--- config.mk ---
export PLATFORM = sky130hd
export DESIGN_NAME = output_sequencing_fault_manager
export DESIGN_NICKNAME = d
export VERILOG_FILES = /design/src/design/seq_pkg.sv /design/src/design/ms_timer.sv /design/src/design/output_sequencing_fault_manager.sv /design/src/design/setpoint_ramp.sv
export SDC_FILE = /design/constraint.sdc
export NUM_CORES = 1
export LEC_CHECK = 0
export BUFFER_PORTS_ARGS = -buffer_cell sky130_fd_sc_hd__buf_4
export CAP_MARGIN = 10
export CORE_MARGIN = 8
export CORE_UTILIZATION = 30
export CTS_BUF_LIST = sky130_fd_sc_hd__clkbuf_4
export CTS_CLUSTER_SIZE = 8
export DETAILED_ROUTE_END_ITERATION = 8
export PLACE_DENSITY = 0.52
export SYNTH_ARGS = -nofsm -noshare
export SYNTH_HDL_FRONTEND = slang
export SYNTH_SLANG_ARGS = --single-unit
--- constraint.sdc ---
create_clock -name mclk -period 17 [get_ports mclk]
set_input_delay 0.85 -clock mclk [delete_from_list [all_inputs] [get_ports mclk]]
set_output_delay 0.85 -clock mclk [all_outputs]
set_load 0.03 [all_outputs]
--- src/design/seq_pkg.sv ---
/*
 * Shared constants for the output sequencing and fault manager: on/off source
 * encodings, fault class indices, reset values, pin modes and timing figures.
 * Assumes a single 40 MHz clock and one-cycle millisecond tick enables.
 */
package seq_pkg;
	// Clock and the millisecond tick derived from it.
	localparam int CLK_PERIOD_NS = 25;
	localparam int TICK_TIME_NS = 1000000;
	localparam int TICK_CYCLES = TICK_TIME_NS / CLK_PERIOD_NS;
	// On/off source selection.
	localparam logic [1:0] SRC_PIN = 2'h0;
	localparam logic [1:0] SRC_BUS = 2'h1;
	localparam logic [1:0] SRC_BOTH = 2'h2;
	localparam logic [1:0] SRC_RESET = SRC_PIN;
	// Synchronisation pin modes.
	localparam logic [1:0] SYNC_OFF = 2'h0;
	localparam logic [1:0] SYNC_IN = 2'h1;
	localparam logic [1:0] SYNC_OUT = 2'h2;
	// Fault classes: output over/under voltage, input over/under voltage,
	// over-current, controller temperature, power stage temperature.
	localparam int NUM_FAULTS = 7;
	localparam int F_OC = 4;
	localparam int F_TCTRL = 5;
	localparam int F_TSTAGE = 6;
	// Retry field: values 0..6 are counts, 7 is unlimited.
	localparam logic [2:0] RETRY_UNLIMITED = 3'h7;
	localparam int RETRY_SCALE = 100;
	// Filter depth of the current averager as a shift.
	localparam int IAVG_SHIFT = 4;
endpackage : seq_pkg

--- src/design/ms_timer.sv ---
/*
 * Down-counting delay timer driven by a one-cycle tick enable.
 * Assumes start is a pulse; done pulses once when the count is spent.
 */
`timescale 1ns/1ps
`default_nettype none
module ms_timer #(
	parameter int W = 24
) (
	input wire logic mclk,
	input wire logic rst_n,
	input wire logic tick,
	input wire logic start,
	input wire logic [W-1:0] count,
	output logic busy,
	output logic done
);
	logic [W-1:0] cnt_reg;

	// A zero count finishes on the next cycle, so no tick is waited for.
	always_ff @(posedge mclk or negedge rst_n) begin
		if (!rst_n) begin
			cnt_reg <= '0;
			busy <= 1'b0;
			done <= 1'b0;
		end else begin
			done <= 1'b0;
			if (start) begin
				cnt_reg <= count;
				busy <= 1'b1;
			end else if (busy && cnt_reg == '0) begin
				busy <= 1'b0;
				done <= 1'b1;
			end else if (busy && tick) begin
				cnt_reg <= cnt_reg - W'(1);
			end
		end
	end
endmodule : ms_timer
`default_nettype wire

--- src/design/output_sequencing_fault_manager.sv ---
/*
 * Output sequencing and fault manager: decides when the converter output
 * turns on and off, ramps its setpoint, handles tracking, warnings, faults,
 * delays and retries. Assumes all inputs are synchronous to mclk and that
 * configuration ports are held steady by the management logic.
 */
`timescale 1ns/1ps
`default_nettype none
// Overview of operation
// - Output enable source: bus on command, enable pin, or both together.
// - Programmable ramp up, ramp down, turn-on delay and turn-off delay.
// - Start into pre-charged output from its level, rise time kept.
// - Disable ramps down to off target then tristates the driver.
// - Tracking is off after reset, enabled only by feature control.
// - With tracking, setpoint is the lower of programmed and tracking value.
// - Tracking enabled with zero tracking input never starts the output from off; a restart after the retry delay is not blocked.
// - Tracking overrides a non-zero off level during shutdown.
// - Sync pin is input or output by pin configuration; off after reset.
// - Warnings set flags and alert only; faults set flags and trigger response.
// - Alert assertion is maskable per class; one mask bit covers its warning and its fault.
// - Over-temperature fault ramps down softly to off target by default.
// - Other faults switch both power switches off, output high-impedance.
// - Non-zero fault delay: wait, recheck, respond only if persisting.
// - Non-zero retry delay: wait, restart; respond again if still present.
// - With non-zero fault delay, retry delay is one hundred times it.
// - Retry count zero to six; seven means unlimited hiccup.
// - Over-current uses the unfiltered fast current sample.
// - Inductor current is filtered and averaged for telemetry and limits.
// - Reports controller die temperature and power stage temperature.
// - By default pin must be high; bus command ignored.
// - Cycling the enable pin clears a latched-off fault.
module output_sequencing_fault_manager #(
	parameter int VW = 12,
	parameter int TW = 16,
	parameter int DW = 24,
	parameter int TICK_CYCLES = seq_pkg::TICK_CYCLES
) (
	input wire logic mclk,
	input wire logic rst_b,
	input wire logic enable_pin,
	input wire logic bus_on,
	input wire logic [1:0] onoff_source,
	input wire logic [VW-1:0] vout_setting,
	input wire logic [VW-1:0] vout_off_target,
	input wire logic [VW-1:0] vout_sense,
	input wire logic [VW-1:0] rise_step,
	input wire logic [VW-1:0] fall_step,
	input wire logic [DW-1:0] on_delay_ms,
	input wire logic [DW-1:0] off_delay_ms,
	input wire logic feature_control_command,
	input wire logic [VW-1:0] tracking_voltage_input,
	input wire logic [1:0] pin_configuration_command,
	input wire logic [seq_pkg::NUM_FAULTS-1:0] warn_cond,
	input wire logic [seq_pkg::NUM_FAULTS-1:0] fault_cond_filt,
	input wire logic oc_fast_cond,
	input wire logic [seq_pkg::NUM_FAULTS-1:0] alert_mask,
	input wire logic [seq_pkg::NUM_FAULTS-1:0] soft_off_sel,
	input wire logic [TW-1:0] fault_delay_ms,
	input wire logic [TW-1:0] retry_delay_ms,
	input wire logic [2:0] retry_limit,
	input wire logic [TW-1:0] iout_raw,
	input wire logic [TW-1:0] temp_ctrl_raw,
	input wire logic [TW-1:0] temp_stage_raw,
	output logic [VW-1:0] setpoint,
	output logic driver_on,
	output logic driver_tristate,
	output logic sync_oe,
	output logic sync_is_input,
	output logic [seq_pkg::NUM_FAULTS-1:0] warn_flags,
	output logic [seq_pkg::NUM_FAULTS-1:0] fault_flags,
	output logic alert_n,
	output logic latched_off,
	output logic [TW-1:0] iout_avg,
	output logic [TW-1:0] temp_ctrl,
	output logic [TW-1:0] temp_stage
);
	typedef enum logic [6:0] {
		S_OFF = 7'h01,
		S_ON_DLY = 7'h02,
		S_RAMP_UP = 7'h04,
		S_RUN = 7'h08,
		S_OFF_DLY = 7'h10,
		S_RAMP_DN = 7'h20,
		S_RETRY = 7'h40
	} seq_state_t;

	localparam int NF = seq_pkg::NUM_FAULTS;

	seq_state_t state_reg, state_next;
	logic rst_s1_reg, rst_n;
	logic tick, tick_cnt_zero;
	logic [31:0] tick_cnt_reg;
	logic en_req, src_pin, src_bus;
	logic pin_prev_reg;
	logic [VW-1:0] eff_target, ramp_target, ramp_level;
	logic ramp_load, ramp_at, ramp_up_dir;
	logic [NF-1:0] fault_now, pend_reg;
	logic any_fault, soft_fault, confirm;
	logic [TW-1:0] fdly_cnt_reg;
	logic fdly_busy_reg;
	logic [2:0] retry_cnt_reg;
	logic dly_start, dly_done, dly_busy;
	logic [DW-1:0] dly_count, retry_dly;
	localparam int IAVG_W = seq_pkg::IAVG_SHIFT;
	logic [TW+IAVG_W-1:0] iacc_reg;
	logic ramp_step_en;

	// Reset release through two flops; assertion stays asynchronous.
	always_ff @(posedge mclk or negedge rst_b) begin
		if (!rst_b) begin
			rst_s1_reg <= 1'b0;
			rst_n <= 1'b0;
		end else begin
			rst_s1_reg <= 1'b1;
			rst_n <= rst_s1_reg;
		end
	end

	// Millisecond tick divider.
	assign tick_cnt_zero = (tick_cnt_reg == 32'h0);
	assign tick = tick_cnt_zero;
	always_ff @(posedge mclk or negedge rst_n) begin
		if (!rst_n) tick_cnt_reg <= 32'h0;
		else tick_cnt_reg <= tick_cnt_zero ? 32'(TICK_CYCLES - 1) : tick_cnt_reg - 32'h1;
	end

	// Enable source decode; default is pin only with bus ignored.
	assign src_pin = (onoff_source == seq_pkg::SRC_PIN);
	assign src_bus = (onoff_source == seq_pkg::SRC_BUS);
	assign en_req = src_pin ? enable_pin : src_bus ? bus_on : (enable_pin && bus_on);

	// Tracking only when feature control sets it; lower value wins.
	assign eff_target = (feature_control_command && tracking_voltage_input < vout_setting)
		? tracking_voltage_input : vout_setting;
	// During shutdown tracking replaces the off target, still capped by the setting.
	assign ramp_target = (state_reg == S_RAMP_DN)
		? (feature_control_command ? eff_target : vout_off_target)
		: eff_target;
	assign ramp_up_dir = (state_reg == S_RAMP_UP) || (state_reg == S_RUN);
	// Start from the sensed output so a pre-charge is not pulled down.
	assign ramp_load = (state_reg == S_ON_DLY) && dly_done;
	// The ramp moves only while the driver runs, so an idle output keeps its last level.
	assign ramp_step_en = (state_reg inside {S_RAMP_UP, S_RUN, S_RAMP_DN});

	setpoint_ramp #(.W(VW)) u_ramp (
		.mclk(mclk),
		.rst_n(rst_n),
		.step_en(ramp_step_en),
		.load(ramp_load),
		.load_val(vout_sense),
		.target(ramp_target),
		.step(ramp_up_dir ? rise_step : fall_step),
		.level(ramp_level),
		.at_target(ramp_at)
	);

	// Fault sources: over-current from the fast unfiltered path.
	always_comb begin
		fault_now = fault_cond_filt;
		fault_now[seq_pkg::F_OC] = oc_fast_cond;
	end

	// Fault delay: pending detections rechecked when the delay expires.
	assign confirm = (fault_delay_ms == '0) ? 1'b1 : (fdly_busy_reg && fdly_cnt_reg == '0);
	assign any_fault = |((fault_delay_ms == '0 ? fault_now : pend_reg) & fault_now) && confirm;
	assign soft_fault = |(fault_now & soft_off_sel);

	always_ff @(posedge mclk or negedge rst_n) begin
		if (!rst_n) begin
			pend_reg <= '0;
			fdly_cnt_reg <= '0;
			fdly_busy_reg <= 1'b0;
		end else if (fdly_busy_reg) begin
			if (fdly_cnt_reg == '0) begin
				fdly_busy_reg <= 1'b0; // Detection dropped if condition gone.
				pend_reg <= '0;
			end else if (tick) fdly_cnt_reg <= fdly_cnt_reg - TW'(1);
		end else if (|fault_now && fault_delay_ms != '0) begin
			pend_reg <= fault_now;
			fdly_cnt_reg <= fault_delay_ms;
			fdly_busy_reg <= 1'b1;
		end
	end

	// Retry delay scaled from the fault delay when that is non-zero.
	assign retry_dly = (fault_delay_ms != '0)
		? DW'(fault_delay_ms * seq_pkg::RETRY_SCALE) : DW'(retry_delay_ms);
	assign dly_count = (state_next == S_ON_DLY) ? on_delay_ms
		: (state_next == S_OFF_DLY) ? off_delay_ms : retry_dly;
	assign dly_start = (state_next != state_reg) &&
		(state_next == S_ON_DLY || state_next == S_OFF_DLY || state_next == S_RETRY);

	ms_timer #(.W(DW)) u_timer (
		.mclk(mclk),
		.rst_n(rst_n),
		.tick(tick),
		.start(dly_start),
		.count(dly_count),
		.busy(dly_busy),
		.done(dly_done)
	);

	// Sequencer: off, on delay, ramp up, run, off delay, ramp down, retry.
	always_comb begin
		state_next = state_reg;
		case (state_reg)
			S_OFF: begin
				if (en_req && !latched_off && !(feature_control_command &&
					tracking_voltage_input == '0)) state_next = S_ON_DLY;
			end
			S_ON_DLY: begin
				if (any_fault) state_next = S_OFF;
				else if (!en_req) state_next = S_OFF;
				else if (dly_done) state_next = S_RAMP_UP;
			end
			S_RAMP_UP, S_RUN: begin
				if (any_fault && !soft_fault) state_next = S_RETRY;
				else if (any_fault) state_next = S_RAMP_DN;
				else if (!en_req) state_next = S_OFF_DLY;
				else if (ramp_at) state_next = S_RUN;
			end
			S_OFF_DLY: begin
				if (any_fault && !soft_fault) state_next = S_RETRY;
				else if (dly_done) state_next = S_RAMP_DN;
			end
			S_RAMP_DN: begin
				if (ramp_at) state_next = (|fault_flags) ? S_RETRY : S_OFF;
			end
			S_RETRY: begin
				if (latched_off) state_next = S_OFF;
				else if (dly_done) state_next = S_ON_DLY;
			end
			default: state_next = S_OFF;
		endcase
	end

	always_ff @(posedge mclk or negedge rst_n) begin
		if (!rst_n) state_reg <= S_OFF;
		else state_reg <= state_next;
	end

	// Restart counting, latch-off at the limit, pin cycle clears the latch.
	always_ff @(posedge mclk or negedge rst_n) begin
		if (!rst_n) begin
			retry_cnt_reg <= 3'h0;
			latched_off <= 1'b0;
			pin_prev_reg <= 1'b0;
		end else begin
			pin_prev_reg <= enable_pin;
			if (state_next == S_RETRY && state_reg != S_RETRY) begin
				if (retry_limit != seq_pkg::RETRY_UNLIMITED &&
					retry_cnt_reg >= retry_limit) latched_off <= 1'b1;
				else if (retry_limit != seq_pkg::RETRY_UNLIMITED)
					retry_cnt_reg <= retry_cnt_reg + 3'h1;
			end else if (enable_pin && !pin_prev_reg) begin
				latched_off <= 1'b0;
				retry_cnt_reg <= 3'h0;
			end else if (state_reg == S_RUN && !any_fault) begin
				retry_cnt_reg <= 3'h0;
			end
		end
	end

	// Flags: a confirmed fault (any_fault) sets its flag; a set flag clears once its live condition goes away.
	always_ff @(posedge mclk or negedge rst_n) begin
		if (!rst_n) begin
			warn_flags <= '0;
			fault_flags <= '0;
			alert_n <= 1'b1;
		end else begin
			warn_flags <= warn_cond;
			fault_flags <= (fault_flags & fault_now) | (any_fault ? fault_now : '0);
			alert_n <= ~(|((warn_cond | fault_now) & ~alert_mask));
		end
	end

	// Driver and setpoint outputs registered; the start level goes out with the driver
	// so the first switching cycle never pulls a pre-charged output down.
	always_ff @(posedge mclk or negedge rst_n) begin
		if (!rst_n) begin
			setpoint <= '0;
			driver_on <= 1'b0;
			driver_tristate <= 1'b1;
		end else begin
			setpoint <= ramp_load ? vout_sense : ramp_level;
			driver_on <= (state_next inside {S_RAMP_UP, S_RUN, S_OFF_DLY, S_RAMP_DN});
			driver_tristate <= !(state_next inside {S_RAMP_UP, S_RUN, S_OFF_DLY, S_RAMP_DN});
		end
	end

	// Sync pin mode; off after reset because both mode flops reset to off here.
	always_ff @(posedge mclk or negedge rst_n) begin
		if (!rst_n) begin
			sync_oe <= 1'b0;
			sync_is_input <= 1'b0;
		end else begin
			sync_oe <= (pin_configuration_command == seq_pkg::SYNC_OUT);
			sync_is_input <= (pin_configuration_command == seq_pkg::SYNC_IN);
		end
	end

	// Exponential averaging of current; raw sample would be too noisy for limits.
	always_ff @(posedge mclk or negedge rst_n) begin
		if (!rst_n) begin
			iacc_reg <= '0;
			iout_avg <= '0;
			temp_ctrl <= '0;
			temp_stage <= '0;
		end else begin
			iacc_reg <= iacc_reg - {{IAVG_W{1'b0}}, iacc_reg[TW+IAVG_W-1:IAVG_W]}
				+ {{IAVG_W{1'b0}}, iout_raw};
			iout_avg <= iacc_reg[TW+IAVG_W-1:IAVG_W];
			temp_ctrl <= temp_ctrl_raw;
			temp_stage <= temp_stage_raw;
		end
	end

	// Checks.
	property p_latch_blocks;
		@(posedge mclk) disable iff (!rst_n) latched_off && state_reg == S_OFF |=> state_reg == S_OFF;
	endproperty
	a_latch_blocks: assert property (p_latch_blocks) else $error("start while latched");

	property p_track_low;
		@(posedge mclk) disable iff (!rst_n)
		(state_reg == S_OFF && feature_control_command && tracking_voltage_input == '0)
		|=> state_reg == S_OFF;
	endproperty
	a_track_low: assert property (p_track_low) else $error("start with tracking low");

	property p_hard_off;
		@(posedge mclk) disable iff (!rst_n)
		(state_reg == S_RUN && any_fault && !soft_fault) |=> !driver_on && driver_tristate;
	endproperty
	a_hard_off: assert property (p_hard_off) else $error("hard fault left driver on");

	property p_soft_off;
		@(posedge mclk) disable iff (!rst_n)
		(state_reg == S_RUN && any_fault && soft_fault) |=> state_reg == S_RAMP_DN && driver_on;
	endproperty
	a_soft_off: assert property (p_soft_off) else $error("soft off not taken");

	property p_pin_default;
		@(posedge mclk) disable iff (!rst_n)
		(onoff_source == seq_pkg::SRC_PIN && !enable_pin && state_reg == S_OFF) |=> state_reg == S_OFF;
	endproperty
	a_pin_default: assert property (p_pin_default) else $error("started without pin");

	property p_sync_out;
		@(posedge mclk) disable iff (!rst_n)
		pin_configuration_command == seq_pkg::SYNC_OUT |=> sync_oe && !sync_is_input;
	endproperty
	a_sync_out: assert property (p_sync_out) else $error("sync mode wrong");

	property p_alert;
		@(posedge mclk) disable iff (!rst_n)
		|(warn_cond & ~alert_mask) |=> !alert_n;
	endproperty
	a_alert: assert property (p_alert) else $error("alert missing");

	property p_track_cap;
		@(posedge mclk) disable iff (!rst_n)
		(state_reg == S_RUN) |-> setpoint <= vout_setting;
	endproperty
	a_track_cap: assert property (p_track_cap) else $error("setpoint above setting");
endmodule : output_sequencing_fault_manager
`default_nettype wire

--- src/design/setpoint_ramp.sv ---
/*
 * Setpoint ramp generator: steps the reference toward a target by a fixed
 * step on each enable pulse. Assumes the step is derived from rise/fall time.
 */
`timescale 1ns/1ps
`default_nettype none
module setpoint_ramp #(
	parameter int W = 12
) (
	input wire logic mclk,
	input wire logic rst_n,
	input wire logic step_en,
	input wire logic load,
	input wire logic [W-1:0] load_val,
	input wire logic [W-1:0] target,
	input wire logic [W-1:0] step,
	output logic [W-1:0] level,
	output logic at_target
);
	logic [W:0] up_sum;
	logic [W-1:0] up_val;
	logic [W-1:0] dn_val;

	// Saturate so the ramp never overshoots the target.
	assign up_sum = {1'b0, level} + {1'b0, step};
	assign up_val = (up_sum > {1'b0, target}) ? target : up_sum[W-1:0];
	assign dn_val = ({1'b0, level} < ({1'b0, target} + {1'b0, step})) ? target : level - step;
	assign at_target = (level == target);

	always_ff @(posedge mclk or negedge rst_n) begin
		if (!rst_n) begin
			level <= '0;
		end else if (load) begin
			level <= load_val;
		end else if (step_en && !at_target) begin
			level <= (level < target) ? up_val : dn_val;
		end
	end
endmodule : setpoint_ramp
`default_nettype wire

# --- Yosys cells after proc, flatten, opt, wreduce, memory -nomap -nowiden ---
# Index checks and enable logic that the tools add are counted.
classes:
  n_reduce_logical: 54
  multipliers: 1
  div: 0
  shift: 0
  n_bitwise: 8
  n_mux: 59
  n_eq_ne: 27
  n_addsub: 9
  n_lt_le_gt_ge: 5
op_table:
  columns: ["operator", "count"]
  rows:
  - ["7-bit 2-to-1 mux", 19]
  - ["12-bit 2-to-1 mux", 10]
  - ["24-bit 2-to-1 mux", 5]
  - ["16-bit 2-to-1 mux", 4]
  - ["7-bit one-hot mux with 6 select lines", 1]
  - ["7-bit OR reduction", 5]
  - ["16-bit zero test", 2]
  - ["32-bit zero test", 1]
  - ["32-bit 2-to-1 mux", 1]
  - ["32-bit by 1-bit subtractor with 32-bit output, second input constant", 1]
  - ["7-bit AND", 4]
  - ["12-bit by 12-bit adder with 13-bit output", 2]
  - ["24-bit zero test", 1]
  - ["12-bit < comparator", 2]
  - ["24-bit by 1-bit subtractor with 24-bit output, second input constant", 1]
  - ["23-bit 2-to-1 mux", 1]
  - ["16-bit by 5-bit multiplier with 21-bit output, second input constant", 1]
  - ["20-bit by 16-bit adder with 20-bit output", 1]
  - ["20-bit by 16-bit subtractor with 20-bit output", 1]
  - ["1-bit logical AND", 18]
  - ["16-bit nonzero test", 1]
  - ["16-bit by 1-bit subtractor with 16-bit output, second input constant", 1]
  - ["3-bit 2-to-1 mux", 5]
  - ["7-bit by 2-bit == test with 1-bit output, second input constant", 2]
  - ["33 further kinds", 73]
totals:
  reg_bits: 207
  inputBits: 241
  mem_bits_ro: 0
  word_cells: 189
  n_memories: 0
  output_inout_bits: 80
  latch_bits: 0
  mem_bits_rw: 0

# --- Logic depth before layout (Yosys ltp) ---
# Gate-level depths: netlist of run 1.
logic_depth:
  word_depth: 17
  ltp_mapped: 30
  depth_no_buf: 28

# --- Modules after synthesis ---
# Synthesis of run 1 repeated with hierarchy kept, for this count alone.
unflattened:
  hier_cells: 1816
  area_unflattened_um2: 16006.6
by_module_without_submodules:
  columns: ["mod", "area_each_um2", "cells_per_inst", "instances", "seq_area_each_um2"]
  rows:
  - ["output_sequencing_fault_manager", 11028.1, 1210, 1, 4232.8]
  - ["setpoint_ramp", 3316.9, 411, 1, 300.3]
  - ["ms_timer", 1661.6, 195, 1, 650.6]

# --- Worst setup path before layout of run 1 ---
# No wires, ideal clock.
synth_timing:
  path_kind: "input-to-reg"
  start: "input vout_setting[6]"
  end: "register u_ramp.level[4]"
  arrival_time_ps: 6334
  path_buffers: 1
  required_ps: 16855
  setup_time_ps: 145
  stages: 28
  setup_slack_ps: 10521
  path_cell_list: "inv_1 > ha_1 > o211a_1 > o21ai_0 > o21ai_0 > o21ai_1 > mux2_2 > mux2i_1 > inv_1 > ha_1 > a21o_1 > a21oi_1 > o21bai_1 > a21oi_1 > nor2b_1 > o21a_1 > o31a_1 > nor2_1 > xor2_1 > ha_1 > a21o_1 > a2111oi_0 > nor3_1 > o2111ai_1 > clkbuf_1 > nor2_1 > a21oi_1 > o221ai_1"
synth_via:
  elab_chain_cells: 11
  word_cells_on_any_way: 18
  cone_classes: "add/sub: 1; order compare: 4; eq/ne: 1; mux: 8; reduce/logical: 4"
synth_rtl:
  columns: ["item", "line_no", "text"]
  rows:
  - ["start, declared", "output_sequencing_fault_manager.sv:43", "input wire logic [VW-1:0] vout_setting,"]
  - ["12-bit < comparator", "output_sequencing_fault_manager.sv:133", "assign eff_target = (feature_control_command && tracking_voltage_input < vout_setting)"]
  - ["1-bit logical AND", "output_sequencing_fault_manager.sv:133", null]
  - ["12-bit 2-to-1 mux (*)", "output_sequencing_fault_manager.sv:134", "? tracking_voltage_input : vout_setting;"]
  - ["12-bit 2-to-1 mux", "output_sequencing_fault_manager.sv:137", "? (feature_control_command ? eff_target : vout_off_target)"]
  - ["12-bit 2-to-1 mux (*)", "output_sequencing_fault_manager.sv:137", null]
  - ["12-bit by 12-bit adder with 13-bit output", "setpoint_ramp.sv:27", "assign dn_val = ({1'b0, level} < ({1'b0, target} + {1'b0, step})) ? target : level - step;"]
  - ["12-bit by 13-bit < comparator with 1-bit output", "setpoint_ramp.sv:27", null]
  - ["12-bit 2-to-1 mux", "setpoint_ramp.sv:27", null]
  - ["12-bit 2-to-1 mux", "setpoint_ramp.sv:36", "level <= (level < target) ? up_val : dn_val;"]
  - ["12-bit 2-to-1 mux", "setpoint_ramp.sv:35", "end else if (step_en && !at_target) begin"]
  - ["12-bit 2-to-1 mux", "setpoint_ramp.sv:33", "end else if (load) begin"]
  - ["end signal, assigned", "setpoint_ramp.sv:34", "level <= load_val;"]
  - ["end signal, assigned", "setpoint_ramp.sv:36", null]
  - ["end, declared", "setpoint_ramp.sv:17", "output logic [W-1:0] level,"]
# Mark *: on every way between the ends. The rest lies on a longest branch, timed or not. The select of a mux whose other input is x is not followed.
# A chain may end at the register's enable or synchronous reset.

# --- Worst setup path after layout of run 1 ---
layout_timing:
  start: "register state_reg[1]"
  end: "register u_ramp.level[0]"
layout_via:
  elab_chain_cells: 9
  word_cells_on_any_way: 24
  cone_classes: "add/sub: 3; order compare: 3; eq/ne: 5; mux: 7; reduce/logical: 6"
layout_rtl:
  columns: ["item", "line_no", "text"]
  rows:
  - ["start, declared", "output_sequencing_fault_manager.sv:89", "seq_state_t state_reg, state_next;"]
  - ["start signal, assigned", "output_sequencing_fault_manager.sv:239", "else state_reg <= state_next;"]
  - ["7-bit by 3-bit == test with 1-bit output / 7-bit by 4-bit == test with 1-bit output (equally long branches)", "output_sequencing_fault_manager.sv:139, output_sequencing_fault_manager.sv:143", null]
  - ["1-bit logical OR", "output_sequencing_fault_manager.sv:139", "assign ramp_up_dir = (state_reg == S_RAMP_UP) || (state_reg == S_RUN);"]
  - ["12-bit 2-to-1 mux", "output_sequencing_fault_manager.sv:152", ".step(ramp_up_dir ? rise_step : fall_step),"]
  - ["12-bit by 12-bit adder with 13-bit output (on tied branches)", "setpoint_ramp.sv:27, setpoint_ramp.sv:25", null]
  - ["12-bit by 13-bit < comparator with 1-bit output / 13-bit by 12-bit greater-than comparator with 1-bit output (equally long branches)", "setpoint_ramp.sv:27, setpoint_ramp.sv:26", null]
  - ["12-bit 2-to-1 mux (on tied branches)", "setpoint_ramp.sv:27, setpoint_ramp.sv:26", null]
  - ["12-bit 2-to-1 mux", "setpoint_ramp.sv:36", null]
  - ["12-bit 2-to-1 mux", "setpoint_ramp.sv:35", null]
  - ["12-bit 2-to-1 mux", "setpoint_ramp.sv:33", null]
# Parallel ways exist; a longest one is shown, timed or not. The select of a mux whose other input is x is not followed.

==> results of run 1 <==
-- layer usage --
layer	global-route usage	part of all wire	vias up
li1	-	-	6723
met1	0.206	0.46	6327
met2	0.253	0.46	364
met3	0.0419	0.062	70
met4	0.0490	0.021	0
met5	0	0	-
-- through the flow --
step,instance area (um2),instances,worst slack (ps)
6_report,19500,2782,10460
5_1_grt,19500,2780,9900
4_1_cts,19500,2778,10480
3_5_place_dp,18700,2665,9980
3_3_place_gp,18700,2665,10010
2_1_floorplan,15500,1702,10520
-- kinds of logic (layout without fill, tap and decap cells) --
| family | Yosys count | count (layout) | synth area share |
|---|---|---|---|
| and+or+nand+nor | 495 | 495 | 0.160 |
| AOI/OAI and AO/OA | 366 | 366 | 0.156 |
| buffers and inverters | 252 | 648 | 0.0633 |
| DFF | 207 | 207 | 0.334 |
| adders and majority gates | 200 | 200 | 0.176 |
| xor gates and xnor gates | 110 | 110 | 0.0621 |
| muxes | 71 | 71 | 0.0478 |
| other | 1 | 5 | 0.000242 |
-- final cells by class --
cell class	instances	share of cell area
inverter	204	0.0393
clock inverter	24	0.00751
tap	680	0.0436
sequential	207	0.266
timing repair buffer	332	0.128
multi-input combinational	1243	0.481
antenna	4	0.000513
clock buffer	88	0.0339
-- power by group through the flow --
stage | clock network, W | logic [W] | registers (W)
global route | 0.000565 | 0.00126 | 0.000672
floorplan | 0 | 0.000790 | 0.000701
finish | 0.000511 | 0.00110 | 0.000660
CTS | 0.000539 | 0.00111 | 0.000662
global placement | 0 | 0.00109 | 0.000667
detailed placement | 0 | 0.00111 | 0.000668
-- cell usage in the layout, fill, tap and decap left out, types with 34 or more instances in the layout --
cell type / n
buf_4: 331
nand3_1: 34
a21oi_1: 79
xor2_1: 39
inv_1: 202
xnor2_1: 71
nor3_1: 59
ha_1: 170
o21ai_0: 84
nor2_1: 143
dfrtp_1: 203
mux2i_1: 47
clkbuf_4: 88
nand2_1: 100
-- cell usage after synthesis, types with 18 or more instances --
master,n
a21oi_1,79
clkbuf_1,40
nor3_1,60
mux2_2,24
nor2b_1,19
or3_1,19
xor2_1,39
nor4_1,18
dfrtp_1,204
ha_1,170
nand3_1,34
o211ai_1,23
fa_1,30
inv_1,202
a21o_1,19
o21bai_1,20
nor2_1,145
o21ai_0,84
nand2_1,100
mux2i_1,47
xnor2_1,71
-- final timing paths --
| path | startpoint | endpoint | slack, ps | cells after the start |
|---|---|---|---|---|
| hold / removal | temp_stage_raw[4] | temp_stage[4] | 180 | 1 |
| max in group asynchronous | rst_n | temp_stage[8] | 15000 | 1 |
| setup reg to reg | state_reg[1] | u_ramp.level[0] | 10460 | 19 |
| min in group asynchronous | rst_b | rst_n | 410 | 2 |
| hold reg to reg | rst_s1_reg | rst_n | 340 | 0 |
| setup / recovery | state_reg[1] | u_ramp.level[0] | 10460 | 19 |
-- what timing repair did --
item                      in CTS  in global routing
hold endpoints to repair       2                  0
buffers inserted               0                  0
hold buffers                   1                  0
resized for setup              0                  0
==> flow_metrics.py, run 1 <==
metrics = {
    "logic_synthesis": {
        "synth_seq_cells": 207,
        "synthesis.nets": 2143,
        "async_flop_share": 1.00,
        "ys_seq_area_frac": 0.334,
        "yosys.area.top_type_share": 0.329,
        "yosys.area.top_type": "dfrtp_1",
        "ys.flop_type": "dfrtp_1",
        "avgSynthCellArea_um2": 9.11,
        "synth.area.top_cells": "dfrtp_1, ha_1, inv_1",
        "synth_edf_count": 0,
        "yosysWarnings": 0,
        "ys_types": 87,
        "netlist_area_um2": 15500,
        "synth_cells": 1702,
    },
    "worst_setup_path": {
        "cp-start-kind": "flip-flop",
        "crit_fanout": 18,
        "critPathArrivalTime_ps": 7110,
        "slowest_stage": "a2111oi_0",
        "critical_path_class": "flip-flop to flip-flop",
        "critical-path-max-stage-delay_ps": 760,
        "crit_buf_inv": 1,
        "worstPathRequired_ps": 17580,
        "path_cells": "nor2_1 -> nand2_1 -> nor3_2 -> buf_4 -> mux2_2 -> ha_1 -> a21oi_1 -> o21bai_1 -> a2111oi_0 -> nor3_1 -> a2111oi_0 -> xnor2_1 -> ha_1 -> a2111oi_0 -> o21ai_0 -> o31a_1 -> o21ai_0 -> mux2i_1 -> o21ai_0",
        "crit_path_end_kind": "flip-flop",
        "crit_family": "compound AO/OA/AOI/OAI gates",
    },
    "drt": {
        "viasPerCell": 4.85,
        "first_pass_iters": 5,
        "wl_per_cell_um": 17.1,
        "drt-initial-drc-count": 635,
        "num_vias": 13500,
        "final_antenna_net_count": 0,
        "drc_errors": 0,
        "totalWireLength_um": 47500,
    },
    "power": {
        "seqPwrFrac": 0.290,
        "internal-power_w": 0.00136,
        "power_w": 0.00227,
        "power.density_nw_per_um2": 117,
        "p_sw_w": 0.000912,
        "pwr-share-comb": 0.485,
        "ir_drop_v": 0.000106,
        "clkPwrFrac": 0.225,
        "swShare": 0.401,
        "power_leakage_nw": 9.51,
    },
    "clock_network": {
        "cts-buffers-inserted": 66,
        "cts_tree": "done",
        "htreeDepth": 3,
        "clock_sinks": 207,
        "clk_pin_slew_ps": 60,
        "clock_latency_ps": 780,
        "clk_path_buf_depth": 3,
        "clock-root-buffer": "clkbuf_4",
    },
    "layout": {
        "area_delta_synth_final_pct": 25.7,
        "multi_input_area_um2": 9380,
        "largest_register_ffs": 32,
        "seq_area_um2": 5190,
        "fill_cells": 5173,
        "final_nets": 2495,
        "fin_util": 0.381,
        "drive_above_1_share": 0.233,
    },
    "placement": {
        "hpwl_um": 37500,
        "place.gp.congestion": 0.903,
        "io_buffers": 319,
    },
    "die": {
        "ios": 321,
        "start_util": 0.303,
        "core-area_um2": 51200,
        "dieArea_um2": 59200,
        "fp.dieH_um": 243,
        "fp.dieW_um": 243,
        "num_rows": 83,
    },
    "global_route": {
        "grt_max_degree": 75,
        "grt_pass1_wl_um": 76200,
        "antenna_found_initial": 2,
        "overflow": 0,
        "first_global_vias": 14000,
        "globalRouteTotalUtil": 0.158,
    },
    "timing": {
        "whs_ps": 184,
        "rsz0062_at_grt": "false",
        "setup_viol": 0,
        "fin_skew_ps": 57.4,
        "slew_headroom": 0.239,
        "setup_tns_ps": 0,
        "tightest_slew_ps": 1140,
        "clock.fmax_mhz": 153,
        "fin_crit_ps": 6540,
        "finalHoldViolations": 0,
        "fin_crit_sh": 0.385,
        "finalMaxSlewViolations": 0,
    },
    "worst_hold_path": {
        "hold_path.class": "input port to flip-flop",
    },
    "status": {
        "status": "finished, final reports clean",
    },
    "run": {
        "cap_violations": 0,
    },
}
No activity file was read; power rests on OpenSTA's default activity.
==> inputs of run 2 (changes only) <==
Clock period 17 ns to 6.1 ns, I/O delays scaled along.
==> run 2 against run 1 <==
  * Clock-buffer cell count grew 8
  * Die area is the same
  * Fmax grew 14%
  * Via count grew 4.5%
  * Largest power group unchanged
==> flow_metrics.py, run 2 (synthesized netlist as in run 1, its figures left out) <==
metrics = {
    "worst_setup_path": {
        "path_cells": "nor2_2 -> nand4_1 -> or2_2 -> buf_4 -> mux2i_2 -> inv_1 -> ha_1 -> a21oi_1 -> o21bai_1 -> a21oi_1 -> nor2b_1 -> o21a_1 -> o31a_1 -> nor2_1 -> xor2_1 -> ha_1 -> a21o_1 -> a2111oi_1 -> nor3_1 -> o2111ai_2 -> buf_4 -> nand3_1 -> o221ai_1",
        "crit_buf_inv": 3,
        "reg2reg_to": "u_ramp.level[6]",
        "critPathArrivalTime_ps": 6370,
        "crit_family": "compound AO/OA/AOI/OAI gates",
        "slowest_stage": "dfrtp_1",
        "reg2regPathDepth": 23,
        "worstPathRequired_ps": 6720,
        "r2r_start": "state_reg[4]",
        "critical_path_class": "flip-flop to flip-flop",
        "cp-start-kind": "flip-flop",
        "crit_path_end_kind": "flip-flop",
        "r2r_slack_ps": 350,
        "critical-path-max-stage-delay_ps": 470,
        "crit_fanout": 20,
    },
    "power": {
        "power_leakage_nw": 10.2,
        "power.density_nw_per_um2": 315,
        "ir_drop_v": 0.000304,
    },
    "global_route": {
        "globalRouteTotalUtil": 0.166,
        "grt_pass1_wl_um": 79700,
        "first_global_vias": 14700,
        "grt_max_degree": 60,
        "overflow": 0,
        "antenna_found_initial": 2,
    },
    "clock_network": {
        "clock_sinks": 207,
        "cts_tree": "done",
        "clock_latency_ps": 760,
        "clock-root-buffer": "clkbuf_4",
        "clk_path_buf_depth": 3,
        "htreeDepth": 3,
        "clk_pin_slew_ps": 60,
        "cts-buffers-inserted": 67,
    },
    "layout": {
        "fin_util": 0.411,
        "final_common_cell": "buf_4",
        "most-common-layout-cells": "buf_4, dfrtp_1, inv_1, ha_1, nor2_1",
        "largest_register_ffs": 32,
        "drive_above_1_share": 0.233,
        "design_area_um2": 21000,
        "final_nets": 2646,
        "area_delta_synth_final_pct": 35.6,
    },
    "timing": {
        "finalMaxSlewViolations": 0,
        "tightest_slew_ps": 1010,
        "setup_viol": 0,
        "fin_crit_sh": 0.943,
        "rsz0062_at_grt": "false",
        "clock.fmax_mhz": 174,
        "slew_headroom": 0.323,
        "finalHoldViolations": 0,
        "fin_skew_ps": 52.8,
        "fin_crit_ps": 5750,
    },
    "status": {
        "status": "finished, final reports clean",
    },
    "worst_hold_path": {
        "hold_end": "u_ramp.level[9]",
        "hold-path-cell-count": 6,
        "hp-start": "vout_off_target[9]",
        "hold_path.class": "input port to flip-flop",
    },
    "drt": {
        "wl_per_cell_um": 17.1,
        "drt-initial-drc-count": 791,
        "viasPerCell": 4.81,
        "first_pass_iters": 7,
        "num_vias": 14100,
        "totalWireLength_um": 50300,
        "final_antenna_net_count": 0,
        "drc_errors": 0,
    },
    "placement": {
        "place_area_um2": 18800,
        "hpwl_um": 38800,
        "io_buffers": 319,
        "place.gp.congestion": 0.885,
    },
    "die": {
        "dieArea_um2": 59200,
        "core-area_um2": 51200,
        "ios": 321,
        "num_rows": 83,
        "fp.dieW_um": 243,
        "start_util": 0.303,
        "fp.dieH_um": 243,
    },
    "run": {
        "cap_violations": 0,
    },
}
run 2: cell types whose count changed in the layout (fill, tap and decap cells not counted), moves of 3 or more:
cell,previous run,this run
a2111oi_0,4,1
dlygate4sd3_1,1,133
clkbuf_4,88,96
buf_4,331,349
clkinv_2,0,6
clkinv_1,20,9
run 2: worst max-delay path by stage:
| stage | from | to | cells past startpoint |
|---|---|---|---|
| after floorplan | vout_setting[6] | u_ramp.level[4] | 28 |
| after global placement | vout_setting[8] | u_ramp.level[3] | 29 |
| after detailed placement | vout_setting[6] | u_ramp.level[5] | 28 |
| after CTS | state_reg[1] | u_ramp.level[5] | 22 |
| after global routing | state_reg[4] | u_ramp.level[6] | 23 |
| final | state_reg[4] | u_ramp.level[6] | 23 |
run 2: area by class of cell:
cell class,count,area (um2)
Inverter,204,766
Clock buffer,96,721
Timing Repair Buffer,482,3950
Fill cell,5114,30200
Clock inverter,17,128
Tap cell,680,851
Sequential cell,207,5190
Multi-Input combinational cell,1243,9420
Antenna cell,2,5.00
run 2: timing repair:
action | 4_1_cts | 5_1_grt
endpoints found under the setup margin | 5 | 12
hold endpoints to repair | 126 | 0
pin swaps | 0 | 1
buffers inserted | 0 | 1
hold buffers | 133 | 0
resized for setup | 2 | 10
run 2: stage by stage:
step | total power, W | std cells | TNS [ps] | hold WS [ps] | setup slack [ps]
6_report | 0.00662 | 2931 | 0 | 125 | 350
5_1_grt | 0.00720 | 2931 | 0 | 72.1 | 16.4
4_1_cts | 0.00670 | 2928 | 0 | 5.50 | 55.0
3_5_place_dp | 0.00497 | 2682 | -429 | 90.8 | -104
3_3_place_gp | 0.00492 | 2682 | -3.70 | 87.8 | -2.87
2_1_floorplan | 0.00416 | 1702 | 0 | 9.41 | 166
run 2: routing by layer:
layer / wire length (um) / part of all wire / up-vias / GRT usage
met5: 0 / 0 / - / 0
met1: 22200 / 0.44 / 6630 / 0.209
met3: 3050 / 0.061 / 85 / 0.0426
li1: - / - / 7001 / -
met4: 1330 / 0.026 / 0 / 0.0614
met2: 23700 / 0.47 / 375 / 0.271
run 2: worst min-delay path, delay by kind of cell:
family | cells | cell delay, ps
buf+inv | 2 | 230
simple gates | 3 | 180
compound gates | 1 | 110
run 2: power breakdown:
part / switching (W) / total (W) / internal, W
Sequential: 0.000196 / 0.00184 / 0.00164
Combinational: 0.00174 / 0.00331 / 0.00156
Clock: 0.000666 / 0.00147 / 0.000804
Total: 0.00261 / 0.00662 / 0.00401
==> inputs of run 3 (changes only) <==
Settings changed: CORE_ASPECT_RATIO from default to 0.9, CORE_UTILIZATION 30 to 29, PLACE_DENSITY 0.52 to 0.51.
Clock period 6.1 ns to 6.42 ns, I/O delays scaled along.
==> run 3 against run 2 <==
  * Largest power group unchanged
  * Flip-flop and latch count unchanged
  * Utilization decreased by 1.6 points
  * Register-to-register slack better by 110 ps
  * Worst setup slack improved by 110 ps
  * Highest routed layer is now met5
  * Critical endpoint is now u_ramp.level[8]
==> flow_metrics.py, run 3 (synthesized netlist as in run 1, its figures left out) <==
metrics = {
    "placement": {
        "io_buffers": 319,
        "place.gp.congestion": 0.929,
        "place_area_um2": 18800,
        "hpwl_um": 38900,
    },
    "worst_setup_path": {
        "r2r_start": "state_reg[1]",
        "cp-start-kind": "flip-flop",
        "crit_buf_inv": 1,
        "critPathArrivalTime_ps": 6600,
        "cp_common_cell": "o21ai_0",
        "crit_path_end_kind": "flip-flop",
        "reg2regPathDepth": 20,
        "critical-path-max-stage-delay_ps": 770,
        "crit_cells": 20,
        "path_cells": "nor2_1 -> nand4_1 -> or2_2 -> o21ai_0 -> inv_1 -> ha_1 -> a21oi_1 -> nor2b_1 -> o21a_1 -> o31a_1 -> nor2_1 -> xor2_1 -> ha_1 -> a21o_1 -> a2111oi_0 -> nor3_1 -> o2111ai_1 -> o21ai_0 -> o21ai_0 -> o31ai_1",
        "r2r_slack_ps": 460,
        "crit_fanout": 22,
        "worstPathRequired_ps": 7060,
        "critical_path_class": "flip-flop to flip-flop",
        "slowest_stage": "o21ai_0",
        "reg2reg_to": "u_ramp.level[8]",
        "crit_family": "compound AO/OA/AOI/OAI gates",
    },
    "layout": {
        "most-common-layout-cells": "buf_4, dfrtp_1, inv_1, ha_1, nor2_1",
        "final_nets": 2636,
        "multi_input_area_um2": 9380,
        "design_area_um2": 20900,
        "final_common_cell": "buf_4",
        "seq_area_um2": 5190,
        "drive_above_1_share": 0.229,
        "area_delta_synth_final_pct": 35.0,
        "largest_register_ffs": 32,
        "fill_cells": 5272,
    },
    "drt": {
        "wl_per_cell_um": 17.3,
        "viasPerCell": 4.82,
        "totalWireLength_um": 50800,
        "drt-initial-drc-count": 738,
        "drc_errors": 0,
        "num_vias": 14200,
        "first_pass_iters": 5,
        "final_antenna_net_count": 0,
    },
    "global_route": {
        "use_met2": 0.262,
        "grt_pass1_wl_um": 81200,
        "first_global_vias": 15000,
        "globalRouteTotalUtil": 0.164,
        "grt_max_degree": 149,
        "top_usage_layer": "met2",
        "met3_usage": 0.0431,
        "antenna_found_initial": 5,
        "overflow": 0,
        "grt_util_met1": 0.211,
    },
    "timing": {
        "tightest_slew_ps": 1110,
        "finalMaxSlewViolations": 0,
        "slew_headroom": 0.253,
        "clock.fmax_mhz": 168,
        "finalHoldViolations": 0,
        "fin_skew_ps": 50.8,
        "setup_viol": 0,
        "fin_crit_ps": 5960,
        "fin_crit_sh": 0.929,
        "setup_tns_ps": 0,
        "rsz0062_at_grt": "false",
    },
    "die": {
        "start_util": 0.293,
        "core-area_um2": 53000,
        "fp.dieH_um": 235,
        "num_rows": 80,
        "fp.dieW_um": 260,
        "dieArea_um2": 61100,
        "ios": 321,
    },
    "worst_hold_path": {
        "hold-path-cell-count": 5,
        "hold_path.class": "input port to flip-flop",
        "hold_end": "u_timer.cnt_reg[11]",
        "hp-start": "off_delay_ms[11]",
    },
    "clock_network": {
        "htreeDepth": 3,
        "clock-root-buffer": "clkbuf_4",
        "clk_path_buf_depth": 3,
        "clock_latency_ps": 780,
        "clock_sinks": 207,
        "cts-buffers-inserted": 68,
        "cts_tree": "done",
        "clk_pin_slew_ps": 60,
    },
    "power": {
        "power.density_nw_per_um2": 299,
        "power_leakage_nw": 10.1,
        "ir_drop_v": 0.000287,
    },
    "run": {
        "cap_violations": 0,
    },
    "status": {
        "status": "finished, final reports clean",
    },
}
run 3: final cells by class:
type                    instances  share of cell area
multi-input cells            1243               0.448
flip-flops and latches        207               0.248
repair buffers                471               0.185
well taps                     697              0.0417
inverters                     204              0.0366
clock buffers                  96              0.0344
clock inverters                17             0.00568
diodes                          5            0.000598
run 3: metrics by stage:
step | power [W] | hold WS, ps | setup WS, ps | instances | utilization
floorplan | 0.00395 | 25.4 | 230 | 1702 | -
global placement | 0.00470 | 105 | 234 | 2696 | 0.355
detailed placement | 0.00475 | 105 | 314 | 2696 | 0.355
CTS | 0.00636 | 2.28 | 349 | 2934 | 0.395
global route | 0.00685 | 73.2 | 28.0 | 2939 | 0.395
finish | 0.00626 | 88.0 | 458 | 2940 | 0.395
run 3: what timing repair did:
item                                    in CTS  in global routing
buffers inserted                             0                  0
resized for setup                            0                  2
endpoints found under the hold margin      126                  0
endpoints found under the setup margin       0                 12
hold buffers                               125                  0
run 3: how the worst max path moves through the flow:
stage	from	endpoint	slack, ps
floorplan	rst_n	driver_on	230
global placement	vout_setting[1]	u_ramp.level[8]	230
detailed placement	vout_setting[1]	u_ramp.level[8]	310
CTS	state_reg[1]	u_ramp.level[8]	350
global route	state_reg[1]	u_ramp.level[4]	30
finish	state_reg[1]	u_ramp.level[8]	460
run 3: layer usage:
metal	vias up	wire (um)	share of wire
met3	94	3060	0.060
li1	6985	-	-
met4	4	1420	0.028
met1	6714	23100	0.45
met5	-	25	0.00049
met2	361	23200	0.46
run 3: tightest hold or removal path: cells and delay by family:
family	cells	cell delay (ps)
AO/OA/AOI/OAI	2	250
multiplexers	1	120
buffers and inverters	1	80
AND/OR/NAND/NOR	1	30
run 3: power breakdown:
part           total, W  leakage (nW)  internal [W]  switching, W
combinational   0.00312          7.10       0.00145       0.00166
sequential      0.00174          2.54       0.00156      0.000179
clock           0.00140         0.504      0.000761      0.000638
